<file path="config.mk">
export PLATFORM = sky130hd
export DESIGN_NAME = dac_route_volume_popctl_regs
export DESIGN_NICKNAME = d
export VERILOG_FILES = /design/src/shared/dac_ctrl_pkg.sv /design/src/hdl/dac_route_volume_popctl_regs.sv
export SDC_FILE = /design/constraint.sdc
export NUM_CORES = 1
export LEC_CHECK = 0
export CORE_MARGIN = 2
export CORE_UTILIZATION = 57
export CTS_CLUSTER_SIZE = 24
export DETAILED_ROUTE_END_ITERATION = 7
export DONT_BUFFER_PORTS = 1
export PLACE_DENSITY_LB_ADDON = 0.15
export SYNTH_ARGS = -nofsm -noshare
export SYNTH_HDL_FRONTEND = slang
export SYNTH_SLANG_ARGS = --single-unit
</file>
<file path="constraint.sdc">
create_clock -name ref_clk -period 2.6 [get_ports ref_clk]
set_input_delay 0.13 -clock ref_clk [delete_from_list [all_inputs] [get_ports ref_clk]]
set_output_delay 0.13 -clock ref_clk [all_outputs]
set_load 0.02 [all_outputs]
</file>
<file path="src/shared/dac_ctrl_pkg.sv">
// Operation
// - Left converter routes by two-bit selector: default, line out, high power.
// - Right converter routes by two-bit selector: default, line out, high power.
// - Coupling 01: left attenuation comes from the right volume register.
// - Coupling 10: right attenuation comes from the left volume register.
// - Coupling 00 and 11: each channel uses its own volume register.
// - Four-bit code selects driver power-on delay, 0 us up to 4 s.
// - Two-bit code selects ramp step time: 0, 1, 2 or 4 ms.
// - One bit selects weak common-mode source: divider or band-gap.
// - Left mute bit mutes left channel except in coupling 01; resets to muted.
// - Seven-bit left attenuation, 0.5 dB per count, 0 to -63.5 dB.
// - Right channel has mute, reset muted, and same attenuation mapping.

package dac_ctrl_pkg;
    // ------------------------------------------------------------
    // Register map
    // ------------------------------------------------------------
    localparam logic [7:0] ROUTE_ADDR = 8'h29;
    localparam logic [7:0] POP_ADDR = 8'h2A;
    localparam logic [7:0] LVOL_ADDR = 8'h2B;
    localparam logic [7:0] RVOL_ADDR = 8'h2C;
    localparam logic [7:0] SEQ_STATUS_ADDR = 8'h30;

    localparam logic [7:0] ROUTE_RESET = 8'h00;
    localparam logic [7:0] POP_RESET = 8'h00;
    localparam logic [7:0] VOL_RESET = 8'h80;
    localparam logic [7:0] ROUTE_WMASK = 8'hF3;
    localparam logic [7:0] POP_WMASK = 8'hFE;

    // ------------------------------------------------------------
    // Field positions
    // ------------------------------------------------------------
    localparam int LROUTE_LSB = 6;
    localparam int RROUTE_LSB = 4;
    localparam int DELAY_LSB = 4;
    localparam int STEP_LSB = 2;
    localparam int VCM_BIT = 1;
    localparam int MUTE_BIT = 7;

    localparam logic [1:0] ROUTE_DEFAULT = 2'h0;
    localparam logic [1:0] ROUTE_LINE = 2'h1;
    localparam logic [1:0] ROUTE_HP = 2'h2;
    localparam logic [1:0] COUPLE_L_FROM_R = 2'h1;
    localparam logic [1:0] COUPLE_R_FROM_L = 2'h2;

    // ------------------------------------------------------------
    // Timing
    // ------------------------------------------------------------
    localparam int CLK_HZ = 40_000_000;
    localparam int US_10 = 10;
    localparam int US_100 = 100;
    localparam int MS_1 = 1;
    localparam int MS_50 = 50;
    localparam int MS_100 = 100;
    localparam int MS_200 = 200;
    localparam int MS_400 = 400;
    localparam int MS_800 = 800;
    localparam int S_2 = 2;
    localparam int S_4 = 4;
    localparam int MS_2 = 2;
    localparam int MS_4 = 4;
    localparam int CYC_10US = US_10 * (CLK_HZ / 1_000_000);
    localparam int CYC_100US = US_100 * (CLK_HZ / 1_000_000);
    localparam int CYC_1MS = MS_1 * (CLK_HZ / 1000);
    localparam int CYC_2MS = MS_2 * (CLK_HZ / 1000);
    localparam int CYC_4MS = MS_4 * (CLK_HZ / 1000);
    localparam int CYC_50MS = MS_50 * (CLK_HZ / 1000);
    localparam int CYC_100MS = MS_100 * (CLK_HZ / 1000);
    localparam int CYC_200MS = MS_200 * (CLK_HZ / 1000);
    localparam int CYC_400MS = MS_400 * (CLK_HZ / 1000);
    localparam int CYC_800MS = MS_800 * (CLK_HZ / 1000);
    localparam int CYC_2S = S_2 * CLK_HZ;
    localparam int CYC_4S = S_4 * CLK_HZ;
    localparam int CNT_W = 28;
endpackage : dac_ctrl_pkg

</file>
<file path="src/hdl/dac_route_volume_popctl_regs.sv">
// Our own choice: the strobed register port.
`timescale 1ns/1ps
`default_nettype none

module dac_route_volume_popctl_regs #(
    // Long counts, shortened in simulation
    parameter int DLY_10US = dac_ctrl_pkg::CYC_10US,
    parameter int DLY_100US = dac_ctrl_pkg::CYC_100US,
    parameter int DLY_1MS = dac_ctrl_pkg::CYC_1MS,
    parameter int DLY_50MS = dac_ctrl_pkg::CYC_50MS,
    parameter int DLY_100MS = dac_ctrl_pkg::CYC_100MS,
    parameter int DLY_200MS = dac_ctrl_pkg::CYC_200MS,
    parameter int DLY_400MS = dac_ctrl_pkg::CYC_400MS,
    parameter int DLY_800MS = dac_ctrl_pkg::CYC_800MS,
    parameter int DLY_2S = dac_ctrl_pkg::CYC_2S,
    parameter int DLY_4S = dac_ctrl_pkg::CYC_4S,
    parameter int STEP_1MS = dac_ctrl_pkg::CYC_1MS,
    parameter int STEP_2MS = dac_ctrl_pkg::CYC_2MS,
    parameter int STEP_4MS = dac_ctrl_pkg::CYC_4MS
) (
    input wire logic ref_clk,
    input wire logic sys_rst,
    input wire logic [7:0] reg_addr,
    input wire logic [7:0] reg_wdata,
    input wire logic reg_wr,
    input wire logic reg_rd,
    output logic [7:0] reg_rdata,
    input wire logic drv_power_req,
    output logic drv_ramp_step,
    output logic drv_ready,
    output logic left_default_path,
    output logic left_line_out_path,
    output logic left_high_power_path,
    output logic right_default_path,
    output logic right_line_out_path,
    output logic right_high_power_path,
    output logic left_mute,
    output logic [6:0] left_atten,
    output logic right_mute,
    output logic [6:0] right_atten,
    output logic vcm_bandgap
);

    typedef enum logic [3:0] {
        SEQ_OFF = 4'h1,
        SEQ_DELAY = 4'h2,
        SEQ_RAMP = 4'h4,
        SEQ_ON = 4'h8
    } seq_type;

    // ------------------------------------------------------------
    // Register file
    // ------------------------------------------------------------
    logic [7:0] route, pop, lvol, rvol;
    logic [7:0] next_route, next_pop, next_lvol, next_rvol, next_rdata;
    seq_type seq, next_seq;

    always_comb begin
        next_route = route;
        next_pop = pop;
        next_lvol = lvol;
        next_rvol = rvol;
        next_rdata = 8'h00;
        if (reg_wr) begin
            case (reg_addr)
                // Reserved bits are held at zero whatever is written
                dac_ctrl_pkg::ROUTE_ADDR:
                    next_route = reg_wdata & dac_ctrl_pkg::ROUTE_WMASK;
                dac_ctrl_pkg::POP_ADDR:
                    next_pop = reg_wdata & dac_ctrl_pkg::POP_WMASK;
                dac_ctrl_pkg::LVOL_ADDR: next_lvol = reg_wdata;
                dac_ctrl_pkg::RVOL_ADDR: next_rvol = reg_wdata;
                default: next_route = route;
            endcase
        end
        if (reg_rd) begin
            case (reg_addr)
                dac_ctrl_pkg::ROUTE_ADDR: next_rdata = route;
                dac_ctrl_pkg::POP_ADDR: next_rdata = pop;
                dac_ctrl_pkg::LVOL_ADDR: next_rdata = lvol;
                dac_ctrl_pkg::RVOL_ADDR: next_rdata = rvol;
                dac_ctrl_pkg::SEQ_STATUS_ADDR: next_rdata = {4'h0, seq};
                default: next_rdata = 8'h00;
            endcase
        end
    end

    always_ff @(posedge ref_clk) begin
        if (sys_rst) begin
            route <= dac_ctrl_pkg::ROUTE_RESET;
            pop <= dac_ctrl_pkg::POP_RESET;
            lvol <= dac_ctrl_pkg::VOL_RESET;
            rvol <= dac_ctrl_pkg::VOL_RESET;
            reg_rdata <= 8'h00;
        end else begin
            route <= next_route;
            pop <= next_pop;
            lvol <= next_lvol;
            rvol <= next_rvol;
            reg_rdata <= next_rdata;
        end
    end

    // ------------------------------------------------------------
    // Routing and volume outputs
    // ------------------------------------------------------------
    logic [1:0] lsel, rsel, couple;
    logic [7:0] l_src, r_src;

    always_comb begin
        lsel = next_route[dac_ctrl_pkg::LROUTE_LSB +: 2];
        rsel = next_route[dac_ctrl_pkg::RROUTE_LSB +: 2];
        couple = next_route[1:0];
        l_src = next_lvol;
        r_src = next_rvol;
        // Modes 00 and 11 keep both channels independent
        if (couple == dac_ctrl_pkg::COUPLE_L_FROM_R) begin
            l_src = next_rvol;
        end
        if (couple == dac_ctrl_pkg::COUPLE_R_FROM_L) begin
            r_src = next_lvol;
        end
    end

    always_ff @(posedge ref_clk) begin
        if (sys_rst) begin
            left_default_path <= 1'b1;
            left_line_out_path <= 1'b0;
            left_high_power_path <= 1'b0;
            right_default_path <= 1'b1;
            right_line_out_path <= 1'b0;
            right_high_power_path <= 1'b0;
            left_mute <= 1'b1;
            left_atten <= 7'h00;
            right_mute <= 1'b1;
            right_atten <= 7'h00;
            vcm_bandgap <= 1'b0;
        end else begin
            // Code 11 is reserved and drives no path at all
            left_default_path <= lsel == dac_ctrl_pkg::ROUTE_DEFAULT;
            left_line_out_path <= lsel == dac_ctrl_pkg::ROUTE_LINE;
            left_high_power_path <= lsel == dac_ctrl_pkg::ROUTE_HP;
            right_default_path <= rsel == dac_ctrl_pkg::ROUTE_DEFAULT;
            right_line_out_path <= rsel == dac_ctrl_pkg::ROUTE_LINE;
            right_high_power_path <= rsel == dac_ctrl_pkg::ROUTE_HP;
            left_mute <= l_src[dac_ctrl_pkg::MUTE_BIT];
            left_atten <= l_src[6:0];
            right_mute <= r_src[dac_ctrl_pkg::MUTE_BIT];
            right_atten <= r_src[6:0];
            vcm_bandgap <= next_pop[dac_ctrl_pkg::VCM_BIT];
        end
    end

    // ------------------------------------------------------------
    // Driver power-up sequencer
    // ------------------------------------------------------------
    logic [dac_ctrl_pkg::CNT_W-1:0] cnt, next_cnt, dly_len, step_len;
    logic next_ready, next_step;

    always_comb begin
        case (pop[dac_ctrl_pkg::DELAY_LSB +: 4])
            4'h1: dly_len = dac_ctrl_pkg::CNT_W'(DLY_10US);
            4'h2: dly_len = dac_ctrl_pkg::CNT_W'(DLY_100US);
            4'h3: dly_len = dac_ctrl_pkg::CNT_W'(DLY_1MS);
            // Codes 0100 and 0101 share one delay, so 1011 is the longest
            4'h4, 4'h5: dly_len = dac_ctrl_pkg::CNT_W'(DLY_50MS);
            4'h6: dly_len = dac_ctrl_pkg::CNT_W'(DLY_100MS);
            4'h7: dly_len = dac_ctrl_pkg::CNT_W'(DLY_200MS);
            4'h8: dly_len = dac_ctrl_pkg::CNT_W'(DLY_400MS);
            4'h9: dly_len = dac_ctrl_pkg::CNT_W'(DLY_800MS);
            4'hA: dly_len = dac_ctrl_pkg::CNT_W'(DLY_2S);
            4'hB: dly_len = dac_ctrl_pkg::CNT_W'(DLY_4S);
            // Reserved codes behave as no delay
            default: dly_len = '0;
        endcase
        case (pop[dac_ctrl_pkg::STEP_LSB +: 2])
            2'h1: step_len = dac_ctrl_pkg::CNT_W'(STEP_1MS);
            2'h2: step_len = dac_ctrl_pkg::CNT_W'(STEP_2MS);
            2'h3: step_len = dac_ctrl_pkg::CNT_W'(STEP_4MS);
            default: step_len = '0;
        endcase
    end

    always_comb begin
        next_seq = seq;
        next_cnt = cnt;
        next_ready = 1'b0;
        next_step = 1'b0;
        case (seq)
            SEQ_OFF: begin
                if (drv_power_req) begin
                    next_seq = SEQ_DELAY;
                    next_cnt = '0;
                end
            end
            SEQ_DELAY: begin
                if (cnt >= dly_len) begin
                    next_seq = SEQ_RAMP;
                    next_cnt = '0;
                end else begin
                    next_cnt = cnt + 1'b1;
                end
            end
            SEQ_RAMP: begin
                if (cnt >= step_len) begin
                    next_seq = SEQ_ON;
                    next_step = 1'b1;
                end else begin
                    next_cnt = cnt + 1'b1;
                end
            end
            SEQ_ON: begin
                next_ready = 1'b1;
            end
            default: next_seq = SEQ_OFF;
        endcase
        // Dropping the request aborts the sequence at any point
        if (!drv_power_req) begin
            next_seq = SEQ_OFF;
            next_ready = 1'b0;
            next_step = 1'b0;
        end
    end

    always_ff @(posedge ref_clk) begin
        if (sys_rst) begin
            seq <= SEQ_OFF;
            cnt <= '0;
            drv_ready <= 1'b0;
            drv_ramp_step <= 1'b0;
        end else begin
            seq <= next_seq;
            cnt <= next_cnt;
            drv_ready <= next_ready;
            drv_ramp_step <= next_step;
        end
    end

    // ------------------------------------------------------------
    // Checks
    // ------------------------------------------------------------
    // Outputs and registers load from the same next values, so they agree
    // in every sampled cycle and need no stability guard
    lroute_onehot_a: assert property (
        @(posedge ref_clk) disable iff (sys_rst)
        $past(reg_wr) && $past(reg_addr) == dac_ctrl_pkg::ROUTE_ADDR
        && $past(reg_wdata[7:6]) == 2'h1 |-> left_line_out_path
        && !left_default_path && !left_high_power_path)
        else $error("left route not line out");
    rroute_hp_a: assert property (
        @(posedge ref_clk) disable iff (sys_rst)
        route[5:4] == 2'h2 |-> right_high_power_path
        && !right_default_path && !right_line_out_path)
        else $error("right route not high power");
    couple_left_a: assert property (
        @(posedge ref_clk) disable iff (sys_rst)
        route[1:0] == 2'h1 |-> left_atten == rvol[6:0]
        && left_mute == rvol[7])
        else $error("left not following right");
    couple_right_a: assert property (
        @(posedge ref_clk) disable iff (sys_rst)
        route[1:0] == 2'h2 |-> right_atten == lvol[6:0]
        && right_mute == lvol[7])
        else $error("right not following left");
    independent_vol_a: assert property (
        @(posedge ref_clk) disable iff (sys_rst)
        route[1:0] == 2'h3 |-> left_atten == lvol[6:0]
        && right_atten == rvol[6:0])
        else $error("independent volume broken");
    left_own_a: assert property (
        @(posedge ref_clk) disable iff (sys_rst)
        route[1:0] != 2'h1 |-> left_mute == lvol[7])
        else $error("left mute not its own");
    right_own_a: assert property (
        @(posedge ref_clk) disable iff (sys_rst)
        route[1:0] != 2'h2 |-> right_mute == rvol[7]
        && right_atten == rvol[6:0])
        else $error("right volume not its own");
    mute_reset_a: assert property (
        @(posedge ref_clk)
        $past(sys_rst) |-> left_mute && right_mute && lvol[7] && rvol[7])
        else $error("channels not muted after reset");
    zero_delay_a: assert property (
        @(posedge ref_clk) disable iff (sys_rst)
        seq == SEQ_OFF && drv_power_req && pop[7:2] == 6'h00
        |-> ##3 drv_ramp_step ##1 drv_ready)
        else $error("zero delay sequence wrong");
    delay_hold_a: assert property (
        @(posedge ref_clk) disable iff (sys_rst)
        seq == SEQ_DELAY && cnt < dly_len && drv_power_req
        |=> seq == SEQ_DELAY)
        else $error("delay ended early");
    delay_top_a: assert property (
        @(posedge ref_clk) disable iff (sys_rst)
        pop[7:4] == 4'hB |-> dly_len == dac_ctrl_pkg::CNT_W'(DLY_4S))
        else $error("top delay code not longest delay");
    delay_pair_a: assert property (
        @(posedge ref_clk) disable iff (sys_rst)
        pop[7:4] == 4'h5 |-> dly_len == dac_ctrl_pkg::CNT_W'(DLY_50MS))
        else $error("delay code five wrong");
    step_pulse_a: assert property (
        @(posedge ref_clk) disable iff (sys_rst)
        drv_ramp_step |=> !drv_ramp_step)
        else $error("ramp step longer than one cycle");
    ready_after_a: assert property (
        @(posedge ref_clk) disable iff (sys_rst)
        drv_ramp_step && drv_power_req |=> drv_ready)
        else $error("driver not ready after ramp step");
    ready_drop_a: assert property (
        @(posedge ref_clk) disable iff (sys_rst)
        !drv_power_req |=> !drv_ready && !drv_ramp_step)
        else $error("driver up without request");
    vcm_a: assert property (
        @(posedge ref_clk) disable iff (sys_rst)
        vcm_bandgap == pop[dac_ctrl_pkg::VCM_BIT])
        else $error("common-mode source wrong");
    atten_a: assert property (
        @(posedge ref_clk) disable iff (sys_rst)
        route[1:0] == 2'h0 |-> left_atten == lvol[6:0])
        else $error("left attenuation wrong");

endmodule : dac_route_volume_popctl_regs

`default_nettype wire

</file>
Word-level counts from Yosys, hierarchy flattened:

Memory sizes are Yosys's and may differ from the RTL's. A register that Yosys moved wholly into a read port is not among the register bits.
Cells that the tools add are included.

* muxes and demuxes: 21
* eq/ne operators: 22
* $lt $le $gt $ge: 2
* add/subtract/negate cells: 1
* reduce and logical (&&, ||, !) cells: 9
* bitwise logic cells: 4

Operators with widths (count)
* $mux W28: 3
* $pmux W28 S3: 1
* $mux W8: 8
* $ge A28 B28 Y1: 2
* $pmux W18 S3: 1
* $eq A8 B6 Y1 const B: 5
* $pmux W8 S5: 1
* $add A28 B1 Y28 const B: 1
* $mux W4: 4
* $pmux W4 S4: 1
* $eq A2 B2 Y1 const B: 5
* $eq A2 B1 Y1 const B: 4
* $ne A2 B2 Y1 const B: 4
* $reduce_and A3 Y1: 2
* $eq A4 B1 Y1 const B: 1
* $eq A4 B2 Y1 const B: 1
* $eq A4 B3 Y1 const B: 1
* $eq A4 B4 Y1 const B: 1
* $logic_not A2 Y1: 2
* $not A1 Y1: 4
* $reduce_or A2 Y1: 2
* $reduce_bool A3 Y1: 1
* $reduce_or A3 Y1: 1
* $mux W1: 2
* $reduce_and A2 Y1: 1

* register bits: 93
* output and inout port bits: 33
* memories kept: 1
* memory bits (read-only): 368
* bits of input ports: 21
* logic and storage cells: 80

Memory list
* (name not given): words 16, width 23, read ports 1, clocked after memory_dff 1, wr ports 0, line dac_route_volume_popctl_regs.sv:161 `case (pop[dac_ctrl_pkg::DELAY_LSB +: 4])`

Longest topological paths before layout:

Gate-level depths: netlist (run 1).

* word-level depth: 5
* mapped depth: 12
* mapped depth without buffers: 11

Worst setup path after synthesis (run 1):

No wires, ideal clock.

* kind: flip-flop to flip-flop
* from: register pop[2]
* to: register cnt[26] in the netlist's numbering
* data arrival time: 2563 ps
* period minus slack after synthesis: 2691 ps
* path slack: -91 ps
* stages on the path, launching flop included: 13
* library setup time: 128 ps
* required time: 2472 ps
* path buffers: 1
* path through: dfxtp_1 > inv_1 > ha_1 > inv_1 > ha_1 > nor4bb_1 > a221o_1 > a211oi_2 > o211ai_1 > clkbuf_1 > a211oi_1 > xnor2_1 > nor2_1

* longest elaborated chain between the ends: 5
* elaborated cells between the ends (all ways): 7
* those cells by class: order compare: 1; eq/ne: 4; mux: 1; reduce/logical: 1

Ends and longest elaborated chain
* start, declared: line dac_route_volume_popctl_regs.sv:54 `logic [7:0] route, pop, lvol, rvol;`
* start signal, assigned: line dac_route_volume_popctl_regs.sv:91 `pop <= dac_ctrl_pkg::POP_RESET;`
* start signal, assigned: line dac_route_volume_popctl_regs.sv:97 `pop <= next_pop;`
* $eq A2 B2 Y1 or $eq A2 B1 Y1 (tied branches): line dac_route_volume_popctl_regs.sv:176 `case (pop[dac_ctrl_pkg::STEP_LSB +: 2])`
* $pmux W18 S3 *: line dac_route_volume_popctl_regs.sv:176
* $ge A28 B28 Y1 *: line dac_route_volume_popctl_regs.sv:205 `if (cnt >= step_len) begin`
* $ne A2 B2 Y1 (no source line) *
* $reduce_and A3 Y1 (no source line) *
* end signal, assigned: line dac_route_volume_popctl_regs.sv:233 `cnt <= next_cnt;`
* end, declared: line dac_route_volume_popctl_regs.sv:157 `logic [dac_ctrl_pkg::CNT_W-1:0] cnt, next_cnt, dly_len, step_len;`

Every way passes the cells marked *; elsewhere a longest branch is shown, timed or not.
A chain may end at the register's enable or synchronous reset.

Worst setup path after layout (run 1):

Ends and elaborated chain as after synthesis.

==> results of run 1 <==
==> critical path: stages (launching register included) <==
cell and delay [ns]:
dfxtp_4 0.38, inv_4 0.05, ha_4 0.17, inv_4 0.06, ha_4 0.19, nor4bb_4 0.14, a221o_1 0.34, a211oi_2 0.24
o211ai_1 0.16, buf_6 0.17, buf_4 0.14, a211oi_4 0.23, xnor2_1 0.16, nor2_1 0.05
==> state kept, by name, summed over array words and instances (netlist names), 7 cells and up <==
signal       flops
reg_rdata        8
dly_len         22
right_atten      7
left_atten       7
rvol             8
lvol             8
cnt             28
pop              7
==> placed cells by master (no fill, tap or decap), types with 15 or more instances in the layout <==
| master | instances |
|---|---|
| xnor2_1 | 25 |
| buf_4 | 41 |
| and2_1 | 15 |
| dlygate4sd3_1 | 17 |
| a21oi_1 | 27 |
| dfxtp_1 | 113 |
| inv_1 | 38 |
| a211oi_1 | 15 |
| ha_1 | 40 |
| mux2i_1 | 18 |
| nor2_1 | 86 |
| clkbuf_16 | 16 |
| nand2_1 | 58 |
| mux2_2 | 15 |
==> cell families (layout without fill, tap and decap cells) <==
family          count (synthesis)  after routing  share of synthesized area, %
fa+ha+maj                      47             47                          10.3
flops                         115            115                          40.5
compound gates                109            109                          13.6
mux                            33             33                          6.14
xor+xnor                       28             28                          4.31
simple gates                  231            231                          19.9
buf+inv                        66            141                          5.24
==> cell type report <==
class / instances / area [sq um]
multi-input combinational: 448 / 3300
sequential: 115 / 2310
clock buffer: 18 / 418
inverter: 44 / 173
fill: 688 / 2570
clock inverter: 14 / 201
timing repair buffer: 65 / 583
tap: 133 / 166
==> repair_timing <==
action | 4_1_cts | 5_1_grt
endpoints found under the setup margin | 24 | 29
buffers inserted | 10 | 3
endpoints found under the hold margin | 76 | 0
resized for setup | 27 | 23
pin swaps | 7 | 15
hold buffers | 18 | 0
==> per-stage QoR <==
| step | worst slack [ns] | TNS (ns) | cells | hold WS (ns) | instance area [sq um] |
|---|---|---|---|---|---|
| floorplan | -0.0434 | -0.114 | 629 | 0.269 | 5690 |
| global placement | -0.0436 | -0.0484 | 774 | 0.201 | 5990 |
| detailed placement | -0.114 | -1.81 | 774 | 0.204 | 5990 |
| CTS | 0.0188 | 0 | 834 | 0.00345 | 7010 |
| global route | -0.112 | -1.30 | 837 | 0.0341 | 7160 |
| finish | 0.00508 | 0 | 837 | 0.0142 | 7160 |
==> routing by layer <==
metal / vias to the layer above / track usage (%) / share of wire, %
li1: 2314 / - / -
met1: 2325 / 34.5 / 43
met2: 149 / 46.8 / 49
met3: 33 / 5.26 / 5.6
met4: 0 / 12.7 / 2.2
met5: - / 0 / 0
==> worst paths after layout <==
path	from	to	slack [ns]	cells after the start
setup reg to reg	pop[2]	cnt[26]	0.005	13
setup / recovery	pop[2]	cnt[26]	0.005	13
hold / removal	reg_addr[1]	reg_rdata[5]	0.01	3
hold reg to reg	rvol[4]	reg_rdata[4]	0.48	2
==> power by group through the flow <==
| stage | Sequential [uW] | Combinational, uW | Clock, uW |
|---|---|---|---|
| after detailed placement | 1810 | 83.5 | 0 |
| final | 1770 | 133 | 2430 |
| after global routing | 1770 | 141 | 2530 |
| after CTS | 1770 | 128 | 2440 |
| after global placement | 1810 | 81.0 | 0 |
| after floorplan | 1810 | 68.6 | 0 |
==> impl_metrics.csv, run 1 <==
group,metric,value,unit
outcome,status,"finished clean",
place,port_buffers,0,
synth,synth.avg_cell_area,9.04,sq um
synth,synth_fp_nets,697,
power_and_ir_drop,leakagePower,0.00283,uW
power_and_ir_drop,power_frac_seq,40.9,%
cells_and_area,areaGrowthSynthToFinish,25.8,%
synth,netlist_top_cells_area,"dfxtp_1, ha_1, nor2_1",
drt,wl_per_cell,17.7,um
drt,wl,14800,um
critical_path,start_kind,"register",
clocking,cts_tree,"built",
synth,ys_top_cells_by_count,"dfxtp_1, nor2_1, nand2_1",
critical_path,worstPathRequired,3.01,ns
critical_path,endpoint_kind,"register",
clocking,h-tree-depth,4,
place,dp_hpwl,9660,um
power_and_ir_drop,sw_frac_of_total,21.9,%
global_routing,track_usage,27.8,%
synth,seq_area_frac_synth,40.5,%
cells_and_area,antenna_cells,0,
die,ioPinCount,54,
synth,synth_top_cell_by_area,"dfxtp_1",
sta,max_freq,385,MHz
sta,rsz0062_at_grt,"yes",
sta,max_slew_margin,38.9,%
synth,synth_top_area_share,40.5,%
sta,finalMaxSlewViolations,0,
global_routing,grt_pass1_vias,4981,
power_and_ir_drop,cellPowerDensity,605,nW/um^2
power_and_ir_drop,power.internal,3390,uW
synth,async_flop_share,0,%
cells_and_area,fin_nets,759,
sta,setup_viol,0,
power_and_ir_drop,power_frac_comb,3.1,%
die,die_w,104,um
drt,antenna_left,0,
clocking,root_buffer,"clkbuf_8",
synth,synth_edf_count,0,
global_routing,grt_pass1_wl,24000,um
synth,syn_area,5690,sq um
global_routing,grt_max_degree,38,
global_routing,grt_overflow,0,
synth,ys_types,58,
synth,ys_seq_elements,115,
power_and_ir_drop,total_power,4330,uW
die,core-area,9730,sq um
global_routing,antenna_found_initial,0,
cells_and_area,post-route-util,73.5,%
power_and_ir_drop,clkPwrFrac,56.0,%
place,place_congestion,0.929,
clocking,cts_made_buffers,17,
synth,syn_inst,629,
sta,hold_viol_final,0,
synth,yosys_warnings,0,
die,rows,36,
synth,ys.flop_type,"dfxtp_1",
drt,drcViolationCount,0,
die,initial_core_util,58.4,%
sta,tightest_slew,0.916,ns
cells_and_area,drive_gt1_share,20.2,%
drt,drtIter0Drc,287,
clocking,clk_path_buf_depth,2,
drt,firstDrtPassIters,5,
die,die_y,104,um
power_and_ir_drop,vdd_drop_max,0.387,mV
sta,post-route-period-util,99.8,%
sta,clock_skew,0.00869,ns
clocking,worstSkewPairLatency,0.52,ns
critical_path,worstSetupPathType,"register to register",
critical_path,arrival,3.01,ns
clocking,cts.sinks,115,
drt,vias_per_cell,5.76,
synth,synth.most_common_cell,"dfxtp_1",
run,cap_violations,0,
die,die_area,10800,sq um
clocking,clkTransAtPathRegs,0.06,ns
drt,route.vias.total,4821,
sta,finalCriticalPeriod,2.59,ns
hold_path,min-delay-path-class,"input pin to register",
power_and_ir_drop,p_sw,947,uW
critical_path,critical_path.max_fanout,5,
Note: power is estimated with default switching activity, not from simulation.
==> inputs of run 2 (changes only) <==
HOLD_SLACK_MARGIN = 0.06   (was unset)
==> run 2 against run 1 <==
First-iteration DRC count shrank 12%; sequential cell count is the same; via count grew 0.25%; largest cell class unchanged.
==> impl_metrics.csv, run 2 (synthesis gave the netlist of run 1 again) <==
group,metric,value,unit
drt,wl_per_cell,17.6,um
cells_and_area,post-route-util,73.5,%
global_routing,gr-usage-met2,46.9,%
clocking,clkTransAtPathRegs,0.06,ns
sta,whs,0.0937,ns
critical_path,start_kind,"register",
sta,rsz0062_at_grt,"yes",
place,placed_area,5990,sq um
clocking,cts_tree,"built",
critical_path,arrival,3.00,ns
place,place_congestion,0.929,
critical_path,endpoint_kind,"register",
global_routing,grt_use_met3,5.33,%
drt,vias_per_cell,5.77,
cells_and_area,top_register,"cnt",
power_and_ir_drop,cellPowerDensity,606,nW/um^2
sta,setup_viol,0,
place,post-place-cells,774,
sta,post-route-period-util,99.6,%
critical_path,reg2reg_slack,0.01,ns
critical_path,worstPathRequired,3.01,ns
power_and_ir_drop,leakagePower,0.00283,uW
critical_path,rr_startpoint,"pop[2]",
hold_path,whs_endpoint,"reg_rdata[0]",
critical_path,worstSetupPathType,"register to register",
sta,finalMaxSlewViolations,0,
clocking,h-tree-depth,4,
cells_and_area,num-fill-cells,688,
cells_and_area,drive_gt1_share,20.2,%
drt,antenna_left,0,
cells_and_area,final_common_cell,"dfxtp_1",
sta,hold_viol_final,0,
sta,max_slew_margin,39.7,%
place,port_buffers,0,
global_routing,grt_pass1_wl,24000,um
power_and_ir_drop,total_power,4340,uW
die,die_w,104,um
clocking,worstSkewPairLatency,0.52,ns
critical_path,critical_path.max_fanout,5,
die,initial_core_util,58.4,%
global_routing,track_usage,27.6,%
cells_and_area,fin_area,7160,sq um
cells_and_area,final_cell_mix,"dfxtp_1, nor2_1, nand2_1",
clocking,cts_made_buffers,17,
global_routing,grt_max_degree,39,
die,die_y,104,um
cells_and_area,antenna_cells,0,
global_routing,use_met1,34.0,%
sta,clock_skew,0.00856,ns
power_and_ir_drop,vdd_drop_max,0.378,mV
drt,firstDrtPassIters,4,
cells_and_area,areaGrowthSynthToFinish,25.8,%
hold_path,min_from,"reg_addr[4]",
run,cap_violations,0,
die,die_area,10800,sq um
critical_path,r2r_cells,13,
drt,drcViolationCount,0,
clocking,cts.sinks,115,
clocking,root_buffer,"clkbuf_8",
hold_path,hold_depth,3,
drt,drtIter0Drc,253,
cells_and_area,largest_register_ffs,28,
cells_and_area,fin_cells,837,
die,rows,36,
outcome,status,"finished clean",
sta,finalCriticalPeriod,2.59,ns
die,core-area,9730,sq um
sta,max_freq,386,MHz
die,ioPinCount,54,
global_routing,grt_overflow,0,
global_routing,grt_pass1_vias,4970,
global_routing,antenna_found_initial,0,
critical_path,r2r-end,"cnt[26]",
global_routing,grt-busiest-layer,"met2",
hold_path,min-delay-path-class,"input pin to register",
cells_and_area,fin_nets,759,
clocking,clk_path_buf_depth,2,
drt,route.vias.total,4833,
drt,wl,14700,um
sta,tightest_slew,0.905,ns
place,dp_hpwl,9660,um
[run 2: through the flow]
stage	setup TNS, ns	setup WS, ns
after floorplan	-0.114	-0.0434
after global placement	-0.0484	-0.0436
after detailed placement	-1.81	-0.114
after CTS	0	0.0188
after global routing	-1.19	-0.111
final	0	0.0102
[run 2: power breakdown]
group / switching (uW) / internal [uW] / leakage (uW) / total (uW)
sequential: 6.79 / 1770 / 0.000928 / 1770
combinational: 81.7 / 53.1 / 0.00160 / 135
clock: 863 / 1570 / 0.000296 / 2430
[run 2: how the worst max path moves through the flow]
stage                 from       to  slack (ns)  cells past startpoint
floorplan           pop[2]  cnt[26]       -0.04                     12
global placement    pop[2]  cnt[27]       -0.04                     11
detailed placement  pop[2]  cnt[19]       -0.11                     12
CTS                 pop[2]   cnt[7]        0.02                     13
global route        pop[2]  cnt[11]       -0.11                     13
finish              pop[2]  cnt[26]        0.01                     13
[run 2: routing by layer]
| layer | wire length, um | share of wire [%] | up-vias |
|---|---|---|---|
| met1 | 6310 | 43 | 2330 |
| met4 | 269 | 1.8 | 0 |
| li1 | - | - | 2302 |
| met2 | 7290 | 49 | 172 |
| met5 | 0 | 0 | - |
| met3 | 866 | 5.9 | 29 |
[run 2: area by class of cell]
cell class | count | area, sq um | share of cell area, %
Inverter | 44 | 173 | 2.41
Sequential cell | 115 | 2310 | 32.3
Timing Repair Buffer | 65 | 583 | 8.15
Tap cell | 133 | 166 | 2.33
Clock buffer | 18 | 418 | 5.84
Multi-Input combinational cell | 448 | 3300 | 46.2
Clock inverter | 14 | 201 | 2.82
[run 2: critical path: stages, from the launching register on]
cell,delay [ns]
dfxtp_4,0.38
inv_4,0.05
ha_4,0.17
inv_4,0.06
ha_4,0.19
nor4bb_4,0.14
a221o_1,0.34
a211oi_2,0.24
o211ai_1,0.16
buf_6,0.17
buf_4,0.14
a211oi_4,0.23
xnor2_1,0.16
nor2_1,0.05
[run 2: what timing repair did]
| item | CTS | global route |
|---|---|---|
| gates resized for setup | 27 | 23 |
| setup buffers | 10 | 3 |
| endpoints found under the setup margin | 24 | 29 |
| pin swaps | 7 | 15 |
| hold buffers | 18 | 0 |
| hold endpoints to repair | 110 | 0 |
==> inputs of run 3 (changes only) <==
CORE_UTILIZATION = 60   (was 57)
SLEW_MARGIN = 20   (was unset)
clock period = 2.45 ns   (was 2.6 ns; I/O delays follow)
==> run 3 against run 2 <==
The run now ends with negative setup slack left; wire length shrank 2.0%; die area shrank 4.8%; largest power group unchanged; final cell count shrank 2.7%; total power grew 1.5%; global-route usage grew 1.2 points; first-iteration DRC count grew 1.6%; combinational power is essentially flat; non-clock buffer count shrank 1; sequential cell count is the same; setup slack lost 0.054 ns; critical path type unchanged.
==> impl_metrics.csv, run 3 (synthesis gave the netlist of run 1 again) <==
group,metric,value,unit
drt,wl,14400,um
die,core-area,9200,sq um
cells_and_area,drive_gt1_share,20.2,%
die,ioPinCount,54,
drt,top_layer_used,"met4",
sta,max_slew_margin,46.2,%
critical_path,endpoint_kind,"register",
critical_path,slowest_stage,"dfxtp_4",
cells_and_area,antenna_cells,0,
sta,tightest_slew,0.804,ns
cells_and_area,multiInputGateArea,3280,sq um
drt,antenna_left,0,
critical_path,critical_path.max_fanout,12,
run,cap_violations,0,
die,die_w,101,um
hold_path,min-delay-path-class,"input pin to register",
cells_and_area,num-fill-cells,600,
critical_path,worstPathRequired,2.86,ns
cells_and_area,final_common_cell,"dfxtp_1",
place,port_buffers,0,
cells_and_area,seq_area,2310,sq um
sta,setup_viol,7,
cells_and_area,final_cell_mix,"dfxtp_1, nor2_1, nand2_1",
clocking,cts_made_buffers,17,
sta,whs,0.0668,ns
sta,hold_viol_final,0,
drt,wl_per_cell,17.7,um
global_routing,grt_max_degree,39,
sta,clock_skew,0.00947,ns
global_routing,grt_overflow,0,
sta,finalMaxSlewViolations,0,
critical_path,start_kind,"register",
global_routing,grt_pass1_vias,4784,
drt,wl_met2,7090,um
clocking,root_buffer,"clkbuf_8",
clocking,cts.sinks,115,
cells_and_area,post-route-util,76.5,%
cells_and_area,areaGrowthSynthToFinish,23.7,%
place,dp_hpwl,9760,um
sta,post-route-period-util,102,%
clocking,h-tree-depth,4,
critical_path,crit_chain,"inv_4 -> ha_4 -> inv_4 -> ha_4 -> nor4bb_1 -> a221o_1 -> a211oi_2 -> o211ai_1 -> buf_6 -> a2111oi_4 -> xnor2_1 -> nor2_1",
drt,route.vias.total,4792,
sta,max_freq,401,MHz
power_and_ir_drop,cellPowerDensity,626,nW/um^2
power_and_ir_drop,vdd_drop_max,0.691,mV
critical_path,worstSetupPathType,"register to register",
die,die_area,10300,sq um
cells_and_area,top_register,"cnt",
global_routing,antenna_found_initial,0,
outcome,violations,"negative setup slack",
drt,met1_length,6110,um
place,place_congestion,0.901,
drt,routed-wl-met3,749,um
critical_path,slowest_delay,0.39,ns
critical_path,critPathTopFamily,"compound AO/OA/AOI/OAI gates",
outcome,status,"complete, but fails checks",
sta,rsz0062_at_grt,"yes",
sta,worst_slack,-0.0435,ns
global_routing,grt_pass1_wl,23000,um
clocking,clk_path_buf_depth,2,
drt,firstDrtPassIters,4,
cells_and_area,fin_nets,758,
die,die_y,101,um
drt,drtIter0Drc,257,
clocking,cts_tree,"built",
critical_path,arrival,2.90,ns
power_and_ir_drop,leakagePower,0.00278,uW
clocking,clkTransAtPathRegs,0.07,ns
cells_and_area,largest_register_ffs,28,
sta,finalCriticalPeriod,2.49,ns
critical_path,critical_path_buf_inv_count,3,
drt,drcViolationCount,0,
die,rows,35,
die,initial_core_util,61.8,%
clocking,worstSkewPairLatency,0.52,ns
drt,vias_per_cell,5.89,
global_routing,track_usage,28.8,%
[run 3: cell types whose count changed in the layout (fill, tap and decap cells not counted), sizes merged]
| cell | previous run | this run |
|---|---|---|
| inv | 47 | 53 |
| bufinv | 4 | 1 |
| clkinv | 5 | 2 |
| buf | 48 | 46 |
| clkbuf | 18 | 17 |
| clkinvlp | 2 | 3 |
| dlygate4sd3 | 17 | 18 |
[run 3: final timing paths]
path / from / to / slack, ns / cells past startpoint
max: pop[2] / cnt[27] / -0.04 / 12
min reg2reg: rvol[5] / reg_rdata[5] / 0.48 / 2
min: reg_addr[0] / reg_rdata[1] / 0.07 / 4
max reg2reg: pop[2] / cnt[27] / -0.04 / 12
[run 3: cell type report]
class	instances	area share, %
Multi-Input combinational cell	448	46.6
Sequential cell	115	32.8
Timing Repair Buffer	64	7.99
Clock buffer	17	5.89
Inverter	44	2.45
Clock inverter	15	2.26
Tap cell	111	1.97
[run 3: metal layers]
| metal | track usage, % | up-vias |
|---|---|---|
| li1 | - | 2310 |
| met5 | 0 | - |
| met1 | 35.1 | 2283 |
| met2 | 47.9 | 159 |
| met3 | 7.18 | 40 |
| met4 | 13.1 | 0 |
[run 3: through the flow]
step / total power, uW / setup TNS, ns / std cells / instance area (sq um) / setup slack (ns)
after floorplan: 1990 / -0.411 / 629 / 5770 / -0.0955
after global placement: 2010 / -0.0411 / 757 / 6070 / -0.0411
after detailed placement: 2010 / -0.796 / 757 / 6070 / -0.145
after CTS: 4410 / -0.345 / 809 / 6870 / -0.0461
after global routing: 4540 / -2.40 / 814 / 7040 / -0.169
final: 4400 / -0.177 / 814 / 7040 / -0.0435
[run 3: tightest hold or removal path: cells and delay by family]
| family | cells | cell delay (ns) |
|---|---|---|
| AO/OA/AOI/OAI | 1 | 0.08 |
| buffers and inverters | 1 | 0.14 |
| AND/OR/NAND/NOR | 2 | 0.18 |
[run 3: timing repair]
item,CTS,global route
gates resized for setup,3,28
buffers inserted,1,5
hold endpoints to repair,109,0
gates cloned,0,0
hold buffers,19,0
pin swaps,3,10
endpoints found under the setup margin,22,32
[run 3: where the power goes]
part           total (uW)  internal, uW  switching (uW)
combinational         137          54.2            82.9
clock                2390          1390             998
sequential           1880          1870            5.76
